==> src/rtl/dcr_pkg.sv <==
// Contract
// Control bits 7:6 pick the minimum switching pulse: none, 20 ns, 40 ns or 80 ns.
// Control bit 5 at 0 selects the large switches and at 1 the small switches.
// Software always writes zero to reserved control bit 4.
// Control bit 3 at 1 aligns ADC tracking to the quiet interval and locks the SAR clock.
// Software sets the five-bit ADC clock-divide field to zero when enabling sync.
// Control bits 2:0 pick 1.8, 1.9, 2.0, 2.1, 2.4, 2.7, 3.0 or 3.3 V as target.
// The control register sits at special-function address 0x97 on page 0x0.
// The configuration register sits at address 0x96 on page 0x0, all bits read-write.
// On the system clock path bits 6:5 divide by 1, 2, 4 or 8; ignored on the oscillator.
// Configuration bit 0 at 0 clocks the converter from its local oscillator, else sysclk.
// In sleep with the converter on, bit 1 at 0 ties the rail to battery, at 1 floats it.
// With sync on, bit 4 at 0 inverts the derived SAR clock, at 1 leaves it; else ignored.
// Reset loads control with 0x21 and configuration with 0x00; writes read back unchanged.
package dcr_pkg;
  // ==========================================================
  // register map (index, byte address is four times the index)
  localparam logic [9:0] IDX_CONFIG = 10'h096;
  localparam logic [9:0] IDX_CONTROL = 10'h097;
  localparam logic [9:0] IDX_STATUS = 10'h098;
  localparam logic [7:0] RST_CONFIG = 8'h00;
  localparam logic [7:0] RST_CONTROL = 8'h21;
  // ==========================================================
  // control fields
  localparam int CTL_MIN_PULSE_WIDTH_SEL_HI = 7;
  localparam int CTL_MIN_PULSE_WIDTH_SEL_LO = 6;
  localparam int CTL_SWITCH_SIZE_SEL = 5;
  localparam int CTL_RSVD = 4;
  localparam int CTL_SYNC = 3;
  localparam int CTL_OUT_VOLTAGE_SEL_HI = 2;
  localparam int CTL_OUT_VOLTAGE_SEL_LO = 0;
  // ==========================================================
  // configuration fields
  localparam int CFG_LOWBIAS = 7;
  localparam int CFG_DIV_HI = 6;
  localparam int CFG_DIV_LO = 5;
  localparam int CFG_SARINV = 4;
  localparam int CFG_SYSCLK_INVERT = 3;
  localparam int CFG_PEAK_CURRENT_THRESH = 2;
  localparam int CFG_FLOAT = 1;
  localparam int CFG_CONV_CLK_SOURCE_SEL = 0;
  // ==========================================================
  // timing
  localparam int CLK_MHZ = 250;
  localparam int MIN_PULSE_WIDTH_SEL_A_NS = 20;
  localparam int MIN_PULSE_WIDTH_SEL_B_NS = 40;
  localparam int MIN_PULSE_WIDTH_SEL_C_NS = 80;
  // least times round up
  localparam int MIN_PULSE_WIDTH_SEL_A_CYC = (MIN_PULSE_WIDTH_SEL_A_NS * CLK_MHZ + 999) / 1000;
  localparam int MIN_PULSE_WIDTH_SEL_B_CYC = (MIN_PULSE_WIDTH_SEL_B_NS * CLK_MHZ + 999) / 1000;
  localparam int MIN_PULSE_WIDTH_SEL_C_CYC = (MIN_PULSE_WIDTH_SEL_C_NS * CLK_MHZ + 999) / 1000;
  // target voltages in millivolts
  localparam logic [11:0] VOUT_0 = 12'h708;
  localparam logic [11:0] VOUT_1 = 12'h76C;
  localparam logic [11:0] VOUT_2 = 12'h7D0;
  localparam logic [11:0] VOUT_3 = 12'h834;
  localparam logic [11:0] VOUT_4 = 12'h960;
  localparam logic [11:0] VOUT_5 = 12'hA8C;
  localparam logic [11:0] VOUT_6 = 12'hBB8;
  localparam logic [11:0] VOUT_7 = 12'hCE4;
endpackage

==> src/rtl/dcr_top.sv <==
`timescale 1ns/1ps
module dcr_top (
  input wire logic SYS_CLK_I,
  input wire logic SYS_RST_I,
  input wire logic PSEL_I,
  input wire logic PENABLE_I,
  input wire logic PWRITE_I,
  input wire logic [11:0] PADDR_I,
  input wire logic [31:0] PWDATA_I,
  input wire logic [3:0] PSTRB_I,
  output logic [31:0] PRDATA_O,
  output logic PREADY_O,
  output logic PSLVERR_O,
  input wire logic LOCAL_OSC_I,
  input wire logic CONV_EN_I,
  input wire logic SLEEP_I,
  output logic [7:0] MIN_PULSE_CYC_O,
  output logic SWITCH_SMALL_O,
  output logic [11:0] VOUT_MV_O,
  output logic ADC_SYNC_EN_O,
  output logic ADC_TRACK_O,
  output logic ADC_SAR_CLK_O,
  output logic CONV_TICK_O,
  output logic CONV_CLK_O,
  output logic RAIL_TIE_VBAT_O,
  output logic RAIL_FLOAT_O,
  output logic LOW_BIAS_EN_O,
  output logic PEAK_CURRENT_THRESH_O
);
  import dcr_pkg::*;

  // ==========================================================
  // decode functions
  function automatic logic [7:0] min_pulse_cycles(input logic [1:0] sel);
    logic [7:0] c;
    c = 8'h00;
    case (sel)
      2'h1: c = 8'(MIN_PULSE_WIDTH_SEL_A_CYC);
      2'h2: c = 8'(MIN_PULSE_WIDTH_SEL_B_CYC);
      2'h3: c = 8'(MIN_PULSE_WIDTH_SEL_C_CYC);
      default: c = 8'h00;
    endcase
    return c;
  endfunction

  function automatic logic [11:0] vout_mv(input logic [2:0] sel);
    logic [11:0] v;
    v = VOUT_0;
    case (sel)
      3'h1: v = VOUT_1;
      3'h2: v = VOUT_2;
      3'h3: v = VOUT_3;
      3'h4: v = VOUT_4;
      3'h5: v = VOUT_5;
      3'h6: v = VOUT_6;
      3'h7: v = VOUT_7;
      default: v = VOUT_0;
    endcase
    return v;
  endfunction

  function automatic logic [2:0] div_last(input logic [1:0] code);
    logic [2:0] d;
    d = 3'h0;
    case (code)
      2'h1: d = 3'h1;
      2'h2: d = 3'h3;
      2'h3: d = 3'h7;
      default: d = 3'h0;
    endcase
    return d;
  endfunction

  // ==========================================================
  // registers
  logic [7:0] conv_control_reg_ff;
  logic [7:0] conv_config_reg_ff;
  logic [31:0] prdata_ff;
  logic slverr_ff;

  // ==========================================================
  // apb decode
  logic [9:0] word_idx;
  logic addr_aligned;
  logic hit_control;
  logic hit_config;
  logic hit_status;
  logic mapped;
  logic setup_phase;
  logic wr_access;
  logic wr_lane0;
  logic [7:0] status_word;
  logic [7:0] rd_byte;

  assign word_idx = PADDR_I[11:2];
  assign addr_aligned = (PADDR_I[1:0] == 2'h0);
  assign hit_control = addr_aligned && (word_idx == IDX_CONTROL);
  assign hit_config = addr_aligned && (word_idx == IDX_CONFIG);
  assign hit_status = addr_aligned && (word_idx == IDX_STATUS);
  assign mapped = hit_control || hit_config || hit_status;
  assign setup_phase = PSEL_I && !PENABLE_I;
  assign wr_access = PSEL_I && PENABLE_I && PWRITE_I && !slverr_ff;
  assign wr_lane0 = wr_access && PSTRB_I[0];
  assign rd_byte = hit_control ? conv_control_reg_ff :
                   hit_config ? conv_config_reg_ff :
                   hit_status ? status_word : 8'h00;

  // reserved bit 4 is stored as written; software keeps it zero
  always_ff @(posedge SYS_CLK_I) begin
    if (SYS_RST_I) begin
      conv_control_reg_ff <= RST_CONTROL;
    end else if (wr_lane0 && hit_control) begin
      conv_control_reg_ff <= PWDATA_I[7:0];
    end
  end

  always_ff @(posedge SYS_CLK_I) begin
    if (SYS_RST_I) begin
      conv_config_reg_ff <= RST_CONFIG;
    end else if (wr_lane0 && hit_config) begin
      conv_config_reg_ff <= PWDATA_I[7:0];
    end
  end

  // read data is captured in the setup cycle
  always_ff @(posedge SYS_CLK_I) begin
    if (SYS_RST_I) begin
      prdata_ff <= 32'h0;
    end else if (setup_phase) begin
      prdata_ff <= {24'h0, rd_byte};
    end
  end

  // error flag: unmapped, unaligned or a write to status
  always_ff @(posedge SYS_CLK_I) begin
    if (SYS_RST_I) begin
      slverr_ff <= 1'b0;
    end else if (setup_phase) begin
      slverr_ff <= !mapped || (PWRITE_I && hit_status);
    end
  end

  assign PRDATA_O = prdata_ff;
  assign PREADY_O = PSEL_I && PENABLE_I;
  assign PSLVERR_O = PSEL_I && PENABLE_I && slverr_ff;

  // ==========================================================
  // field views
  logic sync_on;
  logic use_sysclk;
  logic [1:0] div_code;
  assign sync_on = conv_control_reg_ff[CTL_SYNC];
  assign use_sysclk = conv_config_reg_ff[CFG_CONV_CLK_SOURCE_SEL];
  assign div_code = conv_config_reg_ff[CFG_DIV_HI:CFG_DIV_LO];

  // ==========================================================
  // local oscillator synchroniser
  logic osc_meta_ff;
  logic osc_sync_ff;
  logic osc_prev_ff;
  logic osc_rise;

  always_ff @(posedge SYS_CLK_I) begin
    if (SYS_RST_I) begin
      osc_meta_ff <= 1'b0;
      osc_sync_ff <= 1'b0;
      osc_prev_ff <= 1'b0;
    end else begin
      osc_meta_ff <= LOCAL_OSC_I;
      osc_sync_ff <= osc_meta_ff;
      osc_prev_ff <= osc_sync_ff;
    end
  end
  assign osc_rise = osc_sync_ff && !osc_prev_ff;

  // ==========================================================
  // converter clock divider
  logic [2:0] div_cnt_ff;
  logic [2:0] nxt_div_cnt;
  logic div_wrap;
  logic conv_tick;
  logic conv_phase_ff;
  logic tick_ff;

  assign div_wrap = (div_cnt_ff >= div_last(div_code));
  assign nxt_div_cnt = (!use_sysclk || div_wrap) ? 3'h0 : 3'(div_cnt_ff + 3'h1);
  assign conv_tick = use_sysclk ? div_wrap : osc_rise;

  always_ff @(posedge SYS_CLK_I) begin
    if (SYS_RST_I) begin
      div_cnt_ff <= 3'h0;
    end else begin
      div_cnt_ff <= nxt_div_cnt;
    end
  end

  // converter clock level toggles on each tick
  always_ff @(posedge SYS_CLK_I) begin
    if (SYS_RST_I) begin
      conv_phase_ff <= 1'b0;
      tick_ff <= 1'b0;
    end else begin
      tick_ff <= conv_tick;
      if (conv_tick) begin
        conv_phase_ff <= !conv_phase_ff;
      end
    end
  end

  // ==========================================================
  // derived outputs
  logic conv_clk_lvl;
  logic sar_lvl;
  logic track_lvl;
  logic sleeping_on;
  logic [7:0] min_cyc_ff;
  logic small_ff;
  logic [11:0] vout_ff;
  logic sync_ff;
  logic track_ff;
  logic sar_ff;
  logic clk_ff;
  logic tie_ff;
  logic float_ff;
  logic lowbias_ff;
  logic peak_current_thresh_ff;

  // sysclk inversion only matters on the sysclk path
  assign conv_clk_lvl = conv_phase_ff ^ (use_sysclk && conv_config_reg_ff[CFG_SYSCLK_INVERT]);
  // sar clock follows the converter cycle, inverted when bit 4 is low
  assign sar_lvl = sync_on && (conv_clk_lvl ^ !conv_config_reg_ff[CFG_SARINV]);
  // tracking lands in the switch-off half of the cycle
  assign track_lvl = sync_on && !conv_clk_lvl;
  assign sleeping_on = SLEEP_I && CONV_EN_I;

  // control decode
  always_ff @(posedge SYS_CLK_I) begin
    if (SYS_RST_I) begin
      min_cyc_ff <= 8'h00;
      small_ff <= 1'b0;
      vout_ff <= VOUT_0;
      sync_ff <= 1'b0;
    end else begin
      min_cyc_ff <= min_pulse_cycles(conv_control_reg_ff[CTL_MIN_PULSE_WIDTH_SEL_HI:CTL_MIN_PULSE_WIDTH_SEL_LO]);
      small_ff <= conv_control_reg_ff[CTL_SWITCH_SIZE_SEL];
      vout_ff <= vout_mv(conv_control_reg_ff[CTL_OUT_VOLTAGE_SEL_HI:CTL_OUT_VOLTAGE_SEL_LO]);
      sync_ff <= sync_on;
    end
  end

  // adc timing follows the converter clock level
  always_ff @(posedge SYS_CLK_I) begin
    if (SYS_RST_I) begin
      track_ff <= 1'b0;
      sar_ff <= 1'b0;
      clk_ff <= 1'b0;
    end else begin
      track_ff <= track_lvl;
      sar_ff <= sar_lvl;
      clk_ff <= conv_clk_lvl;
    end
  end

  // sleep rail connection
  always_ff @(posedge SYS_CLK_I) begin
    if (SYS_RST_I) begin
      tie_ff <= 1'b0;
      float_ff <= 1'b0;
    end else begin
      tie_ff <= sleeping_on && !conv_config_reg_ff[CFG_FLOAT];
      float_ff <= sleeping_on && conv_config_reg_ff[CFG_FLOAT];
    end
  end

  // configuration mirrors
  always_ff @(posedge SYS_CLK_I) begin
    if (SYS_RST_I) begin
      lowbias_ff <= 1'b0;
      peak_current_thresh_ff <= 1'b0;
    end else begin
      lowbias_ff <= conv_config_reg_ff[CFG_LOWBIAS];
      peak_current_thresh_ff <= conv_config_reg_ff[CFG_PEAK_CURRENT_THRESH];
    end
  end

  // ==========================================================
  // status view
  assign status_word = {2'h0, float_ff, tie_ff, track_ff, sar_ff, clk_ff, use_sysclk};

  // ==========================================================
  // output ports
  assign MIN_PULSE_CYC_O = min_cyc_ff;
  assign SWITCH_SMALL_O = small_ff;
  assign VOUT_MV_O = vout_ff;
  assign ADC_SYNC_EN_O = sync_ff;
  assign ADC_TRACK_O = track_ff;
  assign ADC_SAR_CLK_O = sar_ff;
  assign CONV_TICK_O = tick_ff;
  assign CONV_CLK_O = clk_ff;
  assign RAIL_TIE_VBAT_O = tie_ff;
  assign RAIL_FLOAT_O = float_ff;
  assign LOW_BIAS_EN_O = lowbias_ff;
  assign PEAK_CURRENT_THRESH_O = peak_current_thresh_ff;
endmodule

==> config.mk <==
export PLATFORM = sky130hd
export DESIGN_NAME = dcr_top
export DESIGN_NICKNAME = d
export VERILOG_FILES = /design/src/rtl/dcr_pkg.sv /design/src/rtl/dcr_top.sv
export SDC_FILE = /design/constraint.sdc
export NUM_CORES = 1
export LEC_CHECK = 0
export ABC_AREA = 1
export ABC_CLOCK_PERIOD_IN_PS = 3300
export BUFFER_PORTS_ARGS = -buffer_cell sky130_fd_sc_hd__buf_2
export CORE_ASPECT_RATIO = 0.5
export CORE_MARGIN = 2
export CORE_UTILIZATION = 27
export DETAILED_ROUTE_END_ITERATION = 7
export PLACE_DENSITY_LB_ADDON = 0.2
export SLEW_MARGIN = 5
export SYNTH_ARGS = -nofsm -noshare
export SYNTH_HDL_FRONTEND = slang
export SYNTH_SLANG_ARGS = --single-unit
==> constraint.sdc <==
create_clock -name SYS_CLK_I -period 3.3 [get_ports SYS_CLK_I]
set_input_delay 0.165 -clock SYS_CLK_I [delete_from_list [all_inputs] [get_ports SYS_CLK_I]]
set_output_delay 0.165 -clock SYS_CLK_I [all_outputs]
set_load 0.005 [all_outputs]
==> results.cfg, run 1 <==
[die]
rows = 25
die_h_um = 72.9
ios = 120
floorplan.initialDensity = 0.274
die-area_um2 = 10300
fp.coreArea_um2 = 9350
die_w_um = 142

[clock_tree]
cts_tree = done
clk_pin_slew_worst_paths_ps = 70
cts_buffers = 5
hold_buffers = 0
ctsResizeCount = 0
cts_buffer_depth = 2
cts_setup_buffers = 0
cts.htree.levels = 2
clock_latency_ps = 290
clock_sinks = 56
cts-root-buf = clkbuf_16

[synth]
synth_top_area_cell = dfxtp_1
yosys-top-cells-area = dfxtp_1 44%, buf_4 8.8%, nor2_1 7.8%
async_flop_share = 0
synth_area_um2 = 2560
ys.flop_type = dfxtp_1
ys_seq_elements = 56
postSynthAreaPerCell_um2 = 7.77
synth_edf_count = 0
synth_cells = 330
netlist.area_leader.share = 0.437
synth_cell_types = 33
synth-seq-area-share = 0.437
ys_warn_count = 0

[cells_and_area]
num-fill-cells = 1031
final_cells = 513
layout-drive-gt1-share = 0.232
antenna_cells = 0
layout_common_cells = 63 x buf_2, 56 x dfxtp_1, 53 x nor2_1
nets = 451
area_delta_synth_final_pct = 18.3
final_common_cell = buf_2

[sta]
final_hold_viol_count = 0
drv_slew = 0
rsz0062_at_grt = no
skew_ps = 5.05
fin_setup_tns_ps = 0
max_freq_ghz = 0.629
period_minus_slack_ps = 1590
min_period_over_period = 0.481
finalSetupViolCount = 0

[placement]
dp_hpwl_um = 4260
io_buffers = 63
dp.cells = 505
routabilityCongestion = 0.764

[global_routing]
grt_pass1_wl_um = 8840
gr-usage-all-layers = 0.110
grt_pass1_vias = 1845
grt.overflow.total = 0
grt_max_degree = 42
antenna_found_initial = 0

[hold_path]
hp-class = in2reg

[worst_setup_path]
critPathKind = reg2reg
critPathMaxFanout = 3
critPathCaptureType = flop
crit_required_ps = 3540
start_kind = flop
worstPathArrival_ps = 1820

[drt]
drcViolationCount = 0
vias = 2094
wire_per_inst_um = 10.9
drt.antenna.violating_nets = 0
drt-total-wl_um = 5570
vias_per_cell = 4.08
drtIter0Drc = 89
dr.pass1.iters = 4

[pwr]
leakagePower_nw = 1.48
worst_ir_drop_vdd_uv = 167
powerDensity_nw_per_um2 = 453

[job]
cap_violations = 0

[outcome]
outcome = finished, final reports clean
[sequential cells by signal, indices dropped and copies added (netlist names), 3 cells and up]
signal / cells
VOUT_MV_O: 10
PRDATA_O: 8
conv_config_reg_ff: 8
conv_control_reg_ff: 8
MIN_PULSE_CYC_O: 4
div_cnt_ff: 3
[cell families after synthesis]
| logic type | synth area share |
|---|---|
| XOR/XNOR | 0.0102 |
| buffers and inverters | 0.184 |
| AND/OR/NAND/NOR | 0.234 |
| AO/OA/AOI/OAI | 0.114 |
| adder cells (fa/ha/maj) | 0.0195 |
| flip-flops | 0.437 |
| other | 0.00146 |
[through the flow]
stage | hold WS (ps) | util | area [um^2] | setup slack [ps] | power [W]
floorplan | 272 | - | 2670 | 1910 | 0.000772
global placement | 369 | 0.307 | 2870 | 1620 | 0.000784
detailed placement | 374 | 0.307 | 2870 | 1610 | 0.000784
CTS | 66.4 | 0.325 | 3040 | 1700 | 0.00139
global route | 83.7 | 0.325 | 3040 | 1560 | 0.00144
finish | 69.5 | 0.325 | 3040 | 1710 | 0.00138
[final cells by class]
type	count	area, um^2	area share
multi-input combinational	213	1080	0.355
tap	121	151	0.0499
sequential	56	1120	0.369
clock buffer	6	129	0.0425
clock inverter	2	38.8	0.0128
inverter	50	188	0.0618
timing repair buffer	65	330	0.109
[worst max-delay path, stage by stage, from the launching register on]
cell	delay, ps
dfxtp_1	380
nand2_1	70
ha_1	300
a21oi_1	160
o2111ai_1	190
or2_2	350
nor2_1	90
[power breakdown]
group          internal [W]  switching, W  total [W]
Combinational     0.0000287     0.0000515  0.0000802
Clock              0.000362      0.000247   0.000608
Sequential         0.000684    0.00000327   0.000687
Total               0.00107      0.000301    0.00138
[per-layer routing]
layer / vias up / routed length, um / track usage / part of all wire
met5: - / 0 / 0 / 0
met4: 0 / 53 / 0.0300 / 0.0095
met3: 6 / 244 / 0.0262 / 0.044
met2: 50 / 2480 / 0.178 / 0.45
met1: 935 / 2790 / 0.148 / 0.50
li1: 1103 / - / - / -
[synthesized netlist by cell type (all sizes together), types with 4 or more instances]
cell type  number
nor2           59
nor3            5
o211ai          5
nand3          15
dfxtp          56
a21oi          13
a211oi          8
o21ai          18
buf            38
inv            50
ha              4
nand2          46
[worst paths after layout]
| path | from | end | slack, ps | cells after the start |
|---|---|---|---|---|
| worst min-delay path | LOCAL_OSC_I | osc_meta_ff | 70 | 3 |
| worst max-delay path | conv_config_reg_ff[5] | div_cnt_ff[0] | 1710 | 6 |
| worst min register to register | osc_meta_ff | osc_sync_ff | 400 | 2 |
| worst max register to register | conv_config_reg_ff[5] | div_cnt_ff[0] | 1710 | 6 |
(Power assumes the default switching activity.)
==> run 2, diff against run 1 <==
Settings changed: ABC_CLOCK_PERIOD_IN_PS 3300 to 1500.
Clock period 3.3 ns to 1.5 ns, I/O delays scaled along.
==> results.cfg, run 2 (synthesis gave the netlist of run 1 again) <==
[outcome]
outcome = finished, final reports clean

[sta]
drv_slew = 0
min_period_over_period = 0.921
final_hold_viol_count = 0
fin_setup_tns_ps = 0
finalSetupViolCount = 0
period_minus_slack_ps = 1380
max_freq_ghz = 0.724
skew_ps = 4.91

[cells_and_area]
final_common_cell = buf_2
final_cells = 521
largest_reg_flops = 10
area_delta_synth_final_pct = 21.8
layout_common_cells = 63 x buf_2, 54 x dfxtp_1, 53 x nor2_1
num-fill-cells = 1025
layout-drive-gt1-share = 0.263
multi_input_area_um2 = 1100
seq_area_um2 = 1120
nets = 459
antenna_cells = 0

[worst_setup_path]
worstPathArrival_ps = 1610
start_kind = flop
critPathCaptureType = flop
critPathKind = reg2reg
critPathMaxFanout = 3
critPathTopFamily = compound AO/OA/AOI/OAI gates
crit_required_ps = 1730
worst_path_max_delay_cell = dfxtp_2
cp_slowest_stage_delay_ps = 340
path_buf_inv = 1
path_cells = nand2_1, ha_4, a21oi_2, o2111ai_2, buf_4, nand2_1, nand2_1, a21oi_1
cp_common_cell = nand2_1

[drt]
drtIter0Drc = 87
drt-total-wl_um = 5540
drcViolationCount = 0
wire_per_inst_um = 10.6
vias_per_cell = 4.03
drt.antenna.violating_nets = 0
dr.pass1.iters = 4
vias = 2101

[global_routing]
grt.overflow.total = 0
gr-usage-all-layers = 0.110
grt_max_degree = 36
grt_pass1_vias = 1881
grt_pass1_wl_um = 8920
antenna_found_initial = 0

[placement]
dp_hpwl_um = 4330
dp.cells = 512
routabilityCongestion = 0.780
io_buffers = 63

[die]
rows = 25
die_w_um = 142
die-area_um2 = 10300
die_h_um = 72.9
fp.coreArea_um2 = 9350
ios = 120
floorplan.initialDensity = 0.274

[hold_path]
hp-class = in2reg

[pwr]
powerDensity_nw_per_um2 = 929
worst_ir_drop_vdd_uv = 390
leakagePower_nw = 1.52

[clock_tree]
cts_tree = done
cts.htree.levels = 2
cts_buffers = 5
cts_buffer_depth = 2
cts-root-buf = clkbuf_16
clock_sinks = 56
clk_pin_slew_worst_paths_ps = 80
clock_latency_ps = 290
cts_setup_buffers = 0

[job]
cap_violations = 0
run 2: report_power, final:
group / internal [W] / switching [W] / total (W) / leakage [nW]
sequential: 0.00150 / 0.00000799 / 0.00151 / 0.455
combinational: 0.0000705 / 0.000114 / 0.000184 / 0.993
clock: 0.000635 / 0.000570 / 0.00120 / 0.0719
run 2: worst register-to-register path, stage by stage, from the launching register on:
cell	delay (ps)
dfxtp_2	340
nand2_1	90
ha_4	230
a21oi_2	140
o2111ai_2	140
buf_4	160
nand2_1	70
nand2_1	50
a21oi_1	110
run 2: routing by layer:
metal  wire length (um)  track usage  part of all wire
met5                  0            0                 0
met4                 49       0.0300            0.0088
met3                383       0.0276             0.069
met2               2330        0.172              0.42
met1               2780        0.153              0.50
run 2: final timing paths:
kind	from	end	slack, ps	cells past startpoint
worst min-delay path	PWDATA_I[7]	conv_control_reg_ff[7]	30	3
worst max register to register	conv_config_reg_ff[5]	conv_phase_ff	120	8
worst min register to register	osc_meta_ff	osc_sync_ff	410	2
worst max-delay path	conv_config_reg_ff[5]	conv_phase_ff	120	8
run 2: layout make-up:
cell class | count | share of cell area
clock buffers | 5 | 0.0401
clock inverters | 3 | 0.00881
inverters | 50 | 0.0601
multi-input cells | 213 | 0.353
flip-flops and latches | 56 | 0.360
well taps | 121 | 0.0485
repair buffers | 73 | 0.130
run 2: per-stage QoR:
stage / util / hold WS [ps] / worst slack [ps] / power [W] / instance area [um^2]
after global routing: 0.334 / 41.7 / -20.3 / 0.00304 / 3120
after CTS: 0.331 / 19.3 / 7.43 / 0.00294 / 3100
after detailed placement: 0.314 / 288 / 19.5 / 0.00173 / 2930
final: 0.334 / 26.4 / 119 / 0.00290 / 3120
after floorplan: - / 182 / 107 / 0.00170 / 2670
after global placement: 0.314 / 278 / 40.4 / 0.00173 / 2930
run 2: repair_timing:
item                       in CTS  in global routing
setup endpoints to repair       3                  4
hold endpoints to repair        1                  0
hold buffers                    1                  0
resized for setup               1                  6
